===== src/hdl/iswc_cfg.svh =====
`ifndef ISWC_CFG_SVH
`define ISWC_CFG_SVH

// ==========================================================================
// Interrupt source positions in the flag and mask words.
`define ISWC_NUM_SRC 5
`define ISWC_SRC_TIMER0 0
`define ISWC_SRC_TIMER1 1
`define ISWC_SRC_PORTB 2
`define ISWC_SRC_EXT 3
`define ISWC_SRC_WDT 4

// ==========================================================================
// Fetch vectors and program counter width.
`define ISWC_PC_WIDTH 12
`define ISWC_HW_VECTOR 12'h008
`define ISWC_SW_VECTOR 12'h001

// ==========================================================================
// Timer wrap detection values.
`define ISWC_TIMER_TOP 8'hff
`define ISWC_TIMER_ZERO 8'h00

// ==========================================================================
// Configuration word layout.
`define ISWC_CFG_WIDTH 14
`define ISWC_CFG_OSC_LSB 0
`define ISWC_CFG_FREQ_LSB 3
`define ISWC_CFG_WDT_ON 6
`define ISWC_CFG_WDT_RST 7
`define ISWC_CFG_CLK4 8

// ==========================================================================
// Reset values of the cause bits and of the flag and mask words.
`define ISWC_PD_RESET 1'b1
`define ISWC_TO_RESET 1'b1
`define ISWC_FLAGS_RESET 5'h00
`define ISWC_MASK_RESET 5'h00

`endif


===== src/hdl/iswc_pkg.sv =====
package iswc_pkg;

  // Oscillator modes selected by the low configuration field.
  typedef enum logic [2:0] {
    resistor_only_osc_mode = 3'b000,
    internal_rc_osc_mode = 3'b001,
    unused_osc_mode = 3'b010,
    internal_rc_io_osc_mode = 3'b011,
    low_freq_crystal_mode = 3'b100,
    standard_crystal_mode = 3'b101,
    high_freq_crystal_mode = 3'b110,
    external_rc_osc_mode = 3'b111
  } iswc_osc_type;

  // Internal or resistor oscillator frequency codes.
  typedef enum logic [2:0] {
    freq_20mhz = 3'b000,
    freq_16mhz = 3'b001,
    freq_8mhz = 3'b010,
    freq_4mhz = 3'b011,
    freq_2mhz = 3'b100,
    freq_1mhz = 3'b101,
    freq_455khz = 3'b110,
    freq_32khz = 3'b111
  } iswc_freq_type;

  // Power state of the core.
  typedef enum logic [1:0] {
    st_run = 2'b00,
    st_sleep = 2'b01,
    st_wake = 2'b10
  } iswc_state_type;

endpackage


===== src/hdl/iswc_cfg_if.sv =====
`timescale 1ns/1ns
`default_nettype none
`include "iswc_cfg.svh"

// Configuration word and its decoded fields.
interface iswc_cfg_if;
  logic [`ISWC_CFG_WIDTH-1:0] config_word;
  iswc_pkg::iswc_osc_type osc_mode;
  iswc_pkg::iswc_freq_type rc_freq_field;
  logic watchdog_on_bit;
  logic watchdog_reset_select;
  logic four_period_cycle;
  logic clkout_enable;

  modport decoder (
    input config_word,
    output osc_mode, rc_freq_field, watchdog_on_bit, watchdog_reset_select,
    output four_period_cycle, clkout_enable
  );

  modport user (
    output config_word,
    input osc_mode, rc_freq_field, watchdog_on_bit, watchdog_reset_select,
    input four_period_cycle, clkout_enable
  );
endinterface

`default_nettype wire


===== src/hdl/iswc_sync.sv =====
`timescale 1ns/1ns
`default_nettype none

// Three-stage pin synchroniser; a bit changes once stages two and three agree.
module iswc_sync #(
  parameter int WIDTH = 8,
  parameter logic [WIDTH-1:0] RESET_VAL = '0
) (
  input wire logic mclk,
  input wire logic reset,
  input wire logic [WIDTH-1:0] async_in,
  output logic [WIDTH-1:0] sync_out
);

  logic [WIDTH-1:0] meta_q;
  logic [WIDTH-1:0] mid_q;
  logic [WIDTH-1:0] late_q;

  // The first stage feeds only the second stage.
  always_ff @(posedge mclk)
  begin
    if (reset)
    begin
      meta_q <= RESET_VAL;
      mid_q <= RESET_VAL;
      late_q <= RESET_VAL;
    end
    else
    begin
      meta_q <= async_in;
      mid_q <= meta_q;
      late_q <= mid_q;
    end
  end

  // Each bit follows only when the two settled stages agree.
  genvar i;
  generate
    for (i = 0; i < WIDTH; i++)
    begin : g_bit
      always_ff @(posedge mclk)
      begin
        if (reset)
          sync_out[i] <= RESET_VAL[i];
        else if (mid_q[i] == late_q[i])
          sync_out[i] <= late_q[i];
      end
    end
  endgenerate

endmodule

`default_nettype wire


===== src/hdl/iswc_cfg_decode.sv =====
`timescale 1ns/1ns
`default_nettype none
`include "iswc_cfg.svh"

// Splits the one-time configuration word into its fields.
module iswc_cfg_decode (
  iswc_cfg_if.decoder cfg
);

  // Oscillator mode, frequency code, watchdog options and cycle length.
  always_comb
  begin
    cfg.osc_mode = iswc_pkg::iswc_osc_type'(cfg.config_word[`ISWC_CFG_OSC_LSB +: 3]);
    cfg.rc_freq_field = iswc_pkg::iswc_freq_type'(cfg.config_word[`ISWC_CFG_FREQ_LSB +: 3]);
    cfg.watchdog_on_bit = cfg.config_word[`ISWC_CFG_WDT_ON];
    cfg.watchdog_reset_select = cfg.config_word[`ISWC_CFG_WDT_RST];
    cfg.four_period_cycle = cfg.config_word[`ISWC_CFG_CLK4];
    // Only the resistor-only, internal RC and external RC modes drive the clock pin.
    cfg.clkout_enable = (cfg.osc_mode == iswc_pkg::resistor_only_osc_mode)
      || (cfg.osc_mode == iswc_pkg::internal_rc_osc_mode)
      || (cfg.osc_mode == iswc_pkg::external_rc_osc_mode);
  end

endmodule

`default_nettype wire


===== src/hdl/iswc_top.sv =====
// What this block does
// - Global enable gates all interrupt requests.
// - Per-source mask bit blocks its interrupt.
// - Hardware interrupt fetches from address 008h.
// - Software interrupt instruction fetches from 001h.
// - Flags set regardless of masks, except port change.
// - Flag read returns flags AND mask.
// - External pin edge, selectable polarity, sets flag.
// - Timer0 FFh to 00h wrap sets flag.
// - Timer1 FFh to 00h wrap sets flag.
// - Enabled port B pin change sets flag.
// - No change detect on outputs or external pin.
// - Watchdog timeout sets flag in interrupt mode.
// - Sleep clears power-down, sets timeout, clears watchdog.
// - Sleep ends on reset, watchdog, enabled pin events.
// - Reset pin or watchdog reset; cause bits.
// - Wake vectors if global enable and an enabled flag is pending, else resumes.
// - Config bits 2:0 select oscillator mode.
// - Config bits 5:3 select RC frequency.
// - Config bits 6,7 watchdog enable and reset.
// - Config bit 8 selects instruction cycle length.
// - External pin function disables its change detect.
`timescale 1ns/1ns
`default_nettype none
`include "iswc_cfg.svh"

module iswc_top (
  input wire logic mclk,
  input wire logic reset,
  input wire logic [`ISWC_CFG_WIDTH-1:0] config_word,
  output iswc_pkg::iswc_osc_type osc_mode,
  output iswc_pkg::iswc_freq_type rc_freq_field,
  output logic watchdog_on_bit,
  output logic watchdog_reset_select,
  output logic four_period_cycle,
  output logic clkout_enable,
  input wire logic global_irq_on_instr,
  input wire logic global_irq_off_instr,
  input wire logic return_and_unmask_instr,
  input wire logic sw_irq_instr,
  input wire logic sleep_instr,
  input wire logic clear_watchdog_instr,
  input wire logic fetch_boundary,
  input wire logic flag_wr_en,
  input wire logic [`ISWC_NUM_SRC-1:0] flag_wr_data,
  input wire logic mask_wr_en,
  input wire logic [`ISWC_NUM_SRC-1:0] mask_wr_data,
  output logic [`ISWC_NUM_SRC-1:0] irq_flag_reg,
  output logic [`ISWC_NUM_SRC-1:0] irq_mask_reg,
  input wire logic ext_edge_select,
  input wire logic ext_irq_select_bit,
  input wire logic [7:0] pin_change_enable_reg,
  input wire logic [7:0] portb_is_output,
  input wire logic [7:0] portb_pins,
  input wire logic portb_read,
  input wire logic [7:0] timer_zero_count,
  input wire logic [7:0] timer_one_count,
  input wire logic watchdog_timeout,
  input wire logic reset_pin_n,
  output logic vector_load,
  output logic [`ISWC_PC_WIDTH-1:0] vector_addr,
  output logic resume_after_sleep,
  output logic sleeping,
  output logic osc_driver_off,
  output logic hold_io,
  output logic watchdog_clear,
  output logic device_reset_req,
  output logic power_down_bit,
  output logic timeout_bit,
  output logic global_irq_enable
);

  // ========================================================================
  // Configuration decode
  // ========================================================================

  iswc_cfg_if cfg_bus ();

  // The configuration word is static after power-up, so no register sits here.
  assign cfg_bus.config_word = config_word;

  iswc_cfg_decode u_cfg_decode (
    .cfg (cfg_bus.decoder)
  );

  // Decoded fields leave the block directly for the clock and pin logic.
  assign osc_mode = cfg_bus.osc_mode;
  assign rc_freq_field = cfg_bus.rc_freq_field;
  assign watchdog_on_bit = cfg_bus.watchdog_on_bit;
  assign watchdog_reset_select = cfg_bus.watchdog_reset_select;
  assign four_period_cycle = cfg_bus.four_period_cycle;
  assign clkout_enable = cfg_bus.clkout_enable;

  // ========================================================================
  // Pin synchronisers
  // ========================================================================

  logic [7:0] portb_s;
  logic reset_pin_n_s;

  iswc_sync #(
    .WIDTH (8),
    .RESET_VAL (8'h00)
  ) u_portb_sync (
    .mclk (mclk),
    .reset (reset),
    .async_in (portb_pins),
    .sync_out (portb_s)
  );

  // The reset pin idles high, so its synchroniser resets to the idle level.
  iswc_sync #(
    .WIDTH (1),
    .RESET_VAL (1'b1)
  ) u_rstpin_sync (
    .mclk (mclk),
    .reset (reset),
    .async_in (reset_pin_n),
    .sync_out (reset_pin_n_s)
  );

  // ========================================================================
  // Device reset causes
  // ========================================================================

  logic wdt_reset_evt;
  logic wdt_irq_evt;
  logic dev_rst;
  logic clear_all;

  // Watchdog time-out is either a reset or an interrupt, never both.
  assign wdt_reset_evt = watchdog_timeout && cfg_bus.watchdog_on_bit
    && cfg_bus.watchdog_reset_select;
  assign wdt_irq_evt = watchdog_timeout && cfg_bus.watchdog_on_bit
    && !cfg_bus.watchdog_reset_select;
  assign dev_rst = !reset_pin_n_s || wdt_reset_evt;
  assign clear_all = reset || dev_rst;

  // Reset request to the rest of the chip, held while a cause is present.
  always_ff @(posedge mclk)
  begin
    if (reset)
      device_reset_req <= 1'b0;
    else
      device_reset_req <= dev_rst;
  end

  // ========================================================================
  // Event detection
  // ========================================================================

  logic [7:0] tmr0_prev_q;
  logic [7:0] tmr1_prev_q;
  logic ext_prev_q;
  logic [7:0] portb_ref_q;
  logic tmr0_evt;
  logic tmr1_evt;
  logic ext_evt;
  logic [7:0] change_eligible;
  logic portb_evt;

  // Previous values for wrap and edge detection.
  always_ff @(posedge mclk)
  begin
    if (reset)
    begin
      tmr0_prev_q <= 8'h00;
      tmr1_prev_q <= 8'h00;
      ext_prev_q <= 1'b0;
    end
    else
    begin
      tmr0_prev_q <= timer_zero_count;
      tmr1_prev_q <= timer_one_count;
      ext_prev_q <= portb_s[0];
    end
  end

  // Timer wraps are seen as the exact pair of values on consecutive cycles.
  assign tmr0_evt = (tmr0_prev_q == `ISWC_TIMER_TOP)
    && (timer_zero_count == `ISWC_TIMER_ZERO);
  assign tmr1_evt = (tmr1_prev_q == `ISWC_TIMER_TOP)
    && (timer_one_count == `ISWC_TIMER_ZERO);

  // Edge select high picks the rising edge, low picks the falling edge.
  assign ext_evt = ext_irq_select_bit && (ext_prev_q != portb_s[0])
    && (portb_s[0] == ext_edge_select);

  // The reference state is taken whenever software reads the port.
  always_ff @(posedge mclk)
  begin
    if (reset)
      portb_ref_q <= 8'h00;
    else if (portb_read)
      portb_ref_q <= portb_s;
  end

  // Outputs and the external interrupt pin are left out of change detection.
  assign change_eligible = pin_change_enable_reg & ~portb_is_output
    & ~{7'h00, ext_irq_select_bit};

  // A mismatch keeps asserting until the port is read again.
  assign portb_evt = |((portb_s ^ portb_ref_q) & change_eligible);

  // ========================================================================
  // Flags and masks
  // ========================================================================

  logic [`ISWC_NUM_SRC-1:0] flags_q;
  logic [`ISWC_NUM_SRC-1:0] flags_d;
  logic [`ISWC_NUM_SRC-1:0] mask_q;
  logic [`ISWC_NUM_SRC-1:0] mask_d;
  logic [`ISWC_NUM_SRC-1:0] set_vec;
  logic irq_pending;

  // Hardware events beat a software write in the same cycle.
  always_comb
  begin
    set_vec = '0;
    set_vec[`ISWC_SRC_TIMER0] = tmr0_evt;
    set_vec[`ISWC_SRC_TIMER1] = tmr1_evt;
    set_vec[`ISWC_SRC_EXT] = ext_evt;
    set_vec[`ISWC_SRC_WDT] = wdt_irq_evt;
    set_vec[`ISWC_SRC_PORTB] = portb_evt && mask_q[`ISWC_SRC_PORTB];
    flags_d = (flag_wr_en ? flag_wr_data : flags_q) | set_vec;
    mask_d = mask_wr_en ? mask_wr_data : mask_q;
  end

  // Flags and masks are cleared by power-up and by any device reset.
  always_ff @(posedge mclk)
  begin
    if (clear_all)
    begin
      flags_q <= `ISWC_FLAGS_RESET;
      mask_q <= `ISWC_MASK_RESET;
    end
    else
    begin
      flags_q <= flags_d;
      mask_q <= mask_d;
    end
  end

  // The readable flag word is the masked view, registered for a clean output.
  always_ff @(posedge mclk)
  begin
    if (clear_all)
      irq_flag_reg <= `ISWC_FLAGS_RESET;
    else
      irq_flag_reg <= flags_d & mask_d;
  end

  assign irq_mask_reg = mask_q;

  // Any enabled flag requests; the service routine polls to find which.
  assign irq_pending = |(flags_q & mask_q);

  // ========================================================================
  // Global enable and vectoring
  // ========================================================================

  iswc_pkg::iswc_state_type state_q;
  logic take_irq;
  logic wake_evt;
  logic wake_vector;
  logic wake_resume;

  // A pending request is only taken at an instruction boundary while running.
  assign take_irq = global_irq_enable && irq_pending && fetch_boundary
    && (state_q == iswc_pkg::st_run);

  // Entering the handler closes the gate so a stale flag cannot re-enter at once.
  always_ff @(posedge mclk)
  begin
    if (clear_all)
      global_irq_enable <= 1'b0;
    else if (take_irq || wake_vector || sw_irq_instr || global_irq_off_instr)
      global_irq_enable <= 1'b0;
    else if (global_irq_on_instr || return_and_unmask_instr)
      global_irq_enable <= 1'b1;
  end

  // One load pulse per redirect; software vector takes precedence.
  always_ff @(posedge mclk)
  begin
    if (clear_all)
    begin
      vector_load <= 1'b0;
      vector_addr <= `ISWC_PC_WIDTH'(0);
    end
    else if (sw_irq_instr)
    begin
      vector_load <= 1'b1;
      vector_addr <= `ISWC_SW_VECTOR;
    end
    else if (take_irq || wake_vector)
    begin
      vector_load <= 1'b1;
      vector_addr <= `ISWC_HW_VECTOR;
    end
    else
      vector_load <= 1'b0;
  end

  // ========================================================================
  // Sleep and wake-up
  // ========================================================================

  // Watchdog interrupt wakes whatever its mask; pin events wake only if enabled.
  assign wake_evt = wdt_irq_evt
    || (ext_evt && mask_q[`ISWC_SRC_EXT])
    || (portb_evt && mask_q[`ISWC_SRC_PORTB]);

  // The wake cycle lets the waking flag land before the branch decision.
  assign wake_vector = (state_q == iswc_pkg::st_wake)
    && global_irq_enable && irq_pending;
  assign wake_resume = (state_q == iswc_pkg::st_wake) && !wake_vector;

  // Power state machine; resets also end sleep.
  always_ff @(posedge mclk)
  begin
    if (clear_all)
      state_q <= iswc_pkg::st_run;
    else
    begin
      case (state_q)
        iswc_pkg::st_run:
        begin
          if (sleep_instr)
            state_q <= iswc_pkg::st_sleep;
        end
        iswc_pkg::st_sleep:
        begin
          if (wake_evt)
            state_q <= iswc_pkg::st_wake;
        end
        default:
          state_q <= iswc_pkg::st_run;
      endcase
    end
  end

  // Continue after the sleep instruction when no vector is taken.
  always_ff @(posedge mclk)
  begin
    if (clear_all)
      resume_after_sleep <= 1'b0;
    else
      resume_after_sleep <= wake_resume;
  end

  // The oscillator stays off and pins frozen for as long as the core sleeps.
  assign sleeping = (state_q == iswc_pkg::st_sleep);
  assign osc_driver_off = sleeping;
  assign hold_io = sleeping;

  // The watchdog is cleared but keeps running; sleep and its clear instruction pulse it.
  always_ff @(posedge mclk)
  begin
    if (reset)
      watchdog_clear <= 1'b0;
    else
      watchdog_clear <= (sleep_instr && state_q == iswc_pkg::st_run)
        || clear_watchdog_instr;
  end

  // ========================================================================
  // Reset cause bits
  // ========================================================================

  // Only power-up initialises these, so they survive the resets they report.
  always_ff @(posedge mclk)
  begin
    if (reset)
    begin
      power_down_bit <= `ISWC_PD_RESET;
      timeout_bit <= `ISWC_TO_RESET;
    end
    else if (wdt_reset_evt)
      timeout_bit <= 1'b0;
    else if (sleep_instr && state_q == iswc_pkg::st_run)
    begin
      power_down_bit <= 1'b0;
      timeout_bit <= 1'b1;
    end
    else if (clear_watchdog_instr)
    begin
      power_down_bit <= 1'b1;
      timeout_bit <= 1'b1;
    end
  end

endmodule

`default_nettype wire


===== config.mk =====
export PLATFORM = sky130hd
export DESIGN_NAME = iswc_top
export DESIGN_NICKNAME = d
export VERILOG_FILES = /design/src/hdl/iswc_pkg.sv /design/src/hdl/iswc_cfg_if.sv /design/src/hdl/iswc_sync.sv /design/src/hdl/iswc_cfg_decode.sv /design/src/hdl/iswc_top.sv
export VERILOG_INCLUDE_DIRS = /design/src /design/src/hdl
export SDC_FILE = /design/constraint.sdc
export NUM_CORES = 1
export LEC_CHECK = 0
export BUFFER_PORTS_ARGS = -buffer_cell sky130_fd_sc_hd__buf_2
export CORE_MARGIN = 2
export CORE_UTILIZATION = 52
export DETAILED_ROUTE_END_ITERATION = 8
export GPL_TIMING_DRIVEN = 0
export PLACE_DENSITY_LB_ADDON = 0.08
export SYNTH_ARGS = -nofsm -noshare
export SYNTH_HDL_FRONTEND = slang
export SYNTH_SLANG_ARGS = --single-unit

===== constraint.sdc =====
create_clock -name mclk -period 4.2 [get_ports mclk]
set_clock_uncertainty 0.2 [all_clocks]
set_input_delay 0.42 -clock mclk [delete_from_list [all_inputs] [get_ports mclk]]
set_output_delay 0.42 -clock mclk [all_outputs]
set_load 0.01 [all_outputs]

======== Yosys cells after proc, flatten, opt, wreduce, memory -nomap -nowiden ========
Cells that the tools add are included.
word-level totals
  register bits after elaboration ......... 87
  input bits .............................. 80
  output and inout bits ................... 42
  word-level logic and storage cells ...... 117
operators by class
  equality and inequality tests ........... 19
  multiplexer cells ....................... 13
  bitwise gates (word level) .............. 10
  reduce and logical (&&, ||, !) cells .... 43
operators by type and width
  kind                number
  $and 8x8->8         3
  $eq 8x8->1 const B  2
  $logic_and 1x1->1   16
  $logic_not 8->1     2
  $logic_or 1x1->1    11
  $and 5x5->5         2
  $eq 1x1->1          10
  $mux 5              2
  $mux 1              8
  $not 1->8           1
  $not 8->8           1
  $reduce_or 8->1     1
  $xor 8x8->8         1
  $or 5x5->5          1
  $reduce_or 5->1     1
  $mux 2              2
  $pmux 2 s2          1
  $reduce_and 2->1    2
  $reduce_bool 2->1   2
  $reduce_or 2->1     2
  $eq 3x1->1 const B  1
  $eq 3x3->1 const B  1
  $logic_not 1->1     3
  $logic_not 3->1     1
  other kinds (8)     8

======== Depth between registers and ports, before layout ========
  depth in word-level cells ............... 9
  gate-level depth with buffers ........... 5
  gate-level depth less buffers ........... 4

======== By module ========
From an unflattened synthesis, not the netlist that was laid out.
second synthesis, totals
  cells, all modules ...................... 315
  area total of the unflattened synthesis .. 3155.5 um^2
modules (own cells, without submodules)
  module                     instances  cells each  area each (um^2)  sequential area each (um^2)
  iswc_top                   1          211         2039.5            1021.0
  iswc_sync (u_portb_sync)   1          83          923.4             640.6
  iswc_sync (u_rstpin_sync)  1          10          115.1             80.1
  iswc_cfg_decode            1          11          77.6              0.0

======== Worst setup path after synthesis ========
OpenSTA, ideal clock, no wires.
  kind .................................... input to register
  start ................................... in reset
  end ..................................... reg global_irq_enable
  library setup time ...................... 0.065 ns
  arrival time ............................ 1.300 ns
  data required time ...................... 3.935 ns
  setup slack ............................. 2.635 ns
  stages .................................. 4
  buffers on the path ..................... 0
  cells stage by stage .................... nand2b_2 nand2b_4 or4_1 nor2_1
between the ends
  cells in the longest elaborated chain, start to end .. 2
ends and longest elaborated chain
  what                              RTL line         source
  from (decl)                       iswc_top.sv:29   input wire logic reset,
  $logic_or 1x1->1                  iswc_top.sv:137  assign clear_all = reset || dev_rst;
  $reduce_or 2->1 (no source line)  -
  to (signal assigned)              iswc_top.sv:276  global_irq_enable <= 1'b0;
  to (signal assigned)              iswc_top.sv:278  global_irq_enable <= 1'b0;
  to (signal assigned)              iswc_top.sv:280  global_irq_enable <= 1'b1;
  to (decl)                         iswc_top.sv:70   output logic global_irq_enable
Every way passes these cells.
A chain may end at the register's enable or synchronous reset.

======== Worst setup path in the final report ========
  start ................................... reg state_q[1]
  end ..................................... out osc_driver_off
between the ends
  cells in the longest elaborated chain, start to end .. 1
ends and longest elaborated chain
  what                    RTL line         source
  from (decl)             iswc_top.sv:262  iswc_pkg::iswc_state_type state_q;
  from (signal assigned)  iswc_top.sv:323  state_q <= iswc_pkg::st_run;
  from (signal assigned)  iswc_top.sv:330  state_q <= iswc_pkg::st_sleep;
  from (signal assigned)  iswc_top.sv:335  state_q <= iswc_pkg::st_wake;
  $eq 2x1->1              iswc_top.sv:353  assign sleeping = (state_q == iswc_pkg::st_sleep);
  to (decl)               iswc_top.sv:64   output logic osc_driver_off,
Every way passes these cells.

==> summary by stage <==
Setup path
Among cell families on the critical path, the largest total delay comes from flip-flops. STA classifies the critical path startpoint as a flop. Together, buffers and inverters on the worst path number 3. Among all stages on the critical path, the largest delay is contributed by sky130_fd_sc_hd__dfxtp_1.

The worst-case reg-to-reg path depth is 4. The critical path starts at state_q[1]$_SDFFE_PP0P_. The largest stage delay on the critical path is 0.36 ns. The source of the worst register-to-register timing path is u_portb_sync.sync_out[0]$_SDFFE_PP0N_.

In this run the worst path has a maximum fanout of 4. Data on the critical path arrives at its endpoint at between 1 and 1.5 ns. The critical path endpoint category is an output port. The signal on the critical path passes through nand2b_1 -> inv_1 -> buf_4 -> buf_2.

The critical path runs through a total of 4 cells. The critical path is of the reg2out type. For the worst setup path, the data required time is between 3 and 4 ns.

Drt
The post-detailed-routing wire length is about 6000 um. The count of unresolved DRC violations after routing is 0. The first-pass detailed-route iteration total is 4. Detailed routing inserted a total of 2,456 vias. The detailed-route vias per instance is ~4.7. For this block, the initial DRC count from the detailed router was 98. Dividing the detail-routed wire length by the instance count gives around 12 um.

The remaining antenna violation count is 0.

Pwr
The maximum ir drop on the vdd rail is about 0.24 mV. Summed over all cells, the static leakage comes to 1.83 nW. Dividing total power by cell area gives a power density of around 410 nW/um2.

Hold path
The worst hold path begins at reset_pin_n. The cell depth of the worst min-delay path is 2. The worst hold path belongs to the class in2reg.

Yosys
The proportion of synthesized flip-flops having asynchronous set or reset is 0. Counting distinct cell types in the post-synthesis netlist gives 42. Of all cell types, the one taking the most synthesized area is sky130_fd_sc_hd__dfxtp_1. The synthesized flop and latch total is 87. After synthesis, the mean cell area works out to around 10 um2. The count of flip-flops with a built-in enable after synthesis is 0.

The most common cell in the synthesized netlist is sky130_fd_sc_hd__dfxtp_1. Of the synthesized area, sequential elements account for 0.546. The share of synthesized area in the top cell type comes to 0.546.

By count the netlist is led by 87 x sky130_fd_sc_hd__dfxtp_1, 44 x sky130_fd_sc_hd__nor2b_1, 25 x sky130_fd_sc_hd__nor2_1. The mapped netlist covers approximately 3200 um2. The number of warnings reported in the yosys synthesis log is 0. In the synthesized netlist the dominant register cell turns out to be sky130_fd_sc_hd__dfxtp_1.

The gate count after technology mapping is ~320. Ranked by total cell area, the synthesized netlist is headed by sky130_fd_sc_hd__dfxtp_1 55%, sky130_fd_sc_hd__nor2b_1 8.6%, sky130_fd_sc_hd__mux2i_1 5.3%.

Clocking
The number of CTS-inserted buffers is 9. The buffers inserted during post-CTS setup optimization is 0. In this run, post-CTS repair resized a total of 0 instances.

The total number of H-tree levels is 3. The clock edge transition at the registers on the reported setup and hold paths is roughly 0.080 ns. TritonCTS built the clock tree.

The buffer cell driving the clock tree root is sky130_fd_sc_hd__clkbuf_8. The clock network latency to the later pin of the worst-skew pair is 0.34 ns. For this design, the CTS-stage hold fixing added 0 buffers. The number of clock sinks is 87. The buffer depth of the longest clock path is 2.

Timing
Timing would allow up to about 0.56 GHz. Setup repair after global routing left no endpoint under its margin. The time the final worst path needs with I/O delays and setup is about 1.8 ns.

The number of hold-slack violations in the final timing report is 0. Setup violations remaining at the end of the flow were counted as 0. The number of max-slew violations in the final report came to 0. The slew of the pin with the lowest slew margin is between 0.5 and 0.6 ns. The final-layout setup total negative slack is 0 ns. The worst pin sits at a relative slew slack of 0.626. The period utilization is 0.429.

Floorplanning
During I/O placement, the number of pins put on the boundary was 122. The vertical die dimension is between 80 and 90 um. The core region area is roughly 5900 um2.

The row count is 28. The floorplan step set the die width to around 82 um. The floorplan step defined a die boundary enclosing 6780 um2. The initial cell density of the core is 0.539.

Global route
The first-pass GRT wire length is between 9000 and 10,000 um. The number of global-route vias before repair was 2,108. The total global routing track utilization is 0.180. The remaining global-route overflow is 0. Entering global routing, the biggest net connects 15 pins. The initial antenna violation count is 0.

Finish
Of the cells placed in the final design, the portion with a size suffix greater than 1 is 0.332. The final core utilization is 0.682. 0 antenna diodes ended up in the layout. Compared with the post-synthesis result, the final layout area differs by 26.5%. At the end of the flow, the number of nets in the layout was 518.

Flow run
The number of violations of the max-capacitance limit is 0.

Placed design
Summed over all nets, the half-perimeter wirelength after detailed placement is ~4600 um. Routability-driven placement finished with a final weighted congestion of 0.785. During placement, the flow inserted port buffers numbering 99.

Run status
The run finished with clean final reports.
[where the power goes]
part / switching [mW] / internal (mW) / leakage [nW]
clock: 0.281 / 0.352 / 0.110
combinational: 0.0792 / 0.0881 / 1.00
sequential: 0.0161 / 0.858 / 0.714
total: 0.377 / 1.30 / 1.83
[per-layer routing]
metal  up-vias  part of all wire  global-route usage
met1      1075              0.45               0.224
li1       1279                 -                   -
met2        94              0.45               0.293
met4         0             0.017              0.0800
met5         -                 0                   0
met3         8             0.086              0.0489
[cells in the final DEF (no fill, tap or decap), drive strengths merged, types with 2 or more instances in the layout]
master / n
nand2: 16
buf: 121
dfxtp: 87
xnor2: 6
xor2: 2
conb: 10
o32ai: 3
or2: 4
a211oi: 2
inv: 5
clkinv: 2
nand4: 4
nor2: 25
nor3b: 2
mux2i: 17
bufinv: 2
nor4: 6
nand2b: 6
o21ai: 13
nand3: 4
nor3: 5
o21bai: 2
a21oi: 17
clkbuf: 22
and3: 2
nor2b: 44
[area by class of cell]
type	count	area, um2
Inverter	5	18.8
Clock inverter	5	81.3
Timing Repair Buffer	99	495
Fill cell	476	1880
Clock buffer	11	141
Tap cell	75	93.8
Sequential cell	87	1740
Multi-Input combinational cell	203	1260
Buffer	33	204
[final timing paths]
check	to	slack [ns]
setup / recovery	osc_driver_off	2.40
hold / removal	u_rstpin_sync.meta_q$_SDFF_PP1_	0.06
setup reg to reg	flags_q[2]$_SDFF_PP0_	2.47
hold reg to reg	u_rstpin_sync.mid_q$_SDFF_PP1_	0.21
[logic make-up after synthesis]
| family | after synthesis | share of synthesized area |
|---|---|---|
| xor+xnor | 8 | 0.0220 |
| mux | 18 | 0.0568 |
| compound gates | 44 | 0.0858 |
| other cells | 1 | 0.00117 |
| buf+inv | 38 | 0.0698 |
| flops | 87 | 0.546 |
| simple gates | 123 | 0.219 |
[per-stage QoR]
step           hold slack, ns  worst slack [ns]  area, um2  power (mW)  instances
2_1_floorplan           0.189              2.64       3230       0.991        328
3_3_place_gp            0.194              2.43       3810        1.06        502
3_5_place_dp            0.198              2.41       3810        1.06        502
4_1_cts                0.0430              2.37       4040        1.69        518
5_1_grt                0.0470              2.30       4040        1.75        518
6_report               0.0589              2.40       4040        1.67        518
(Power assumes the default switching activity.)
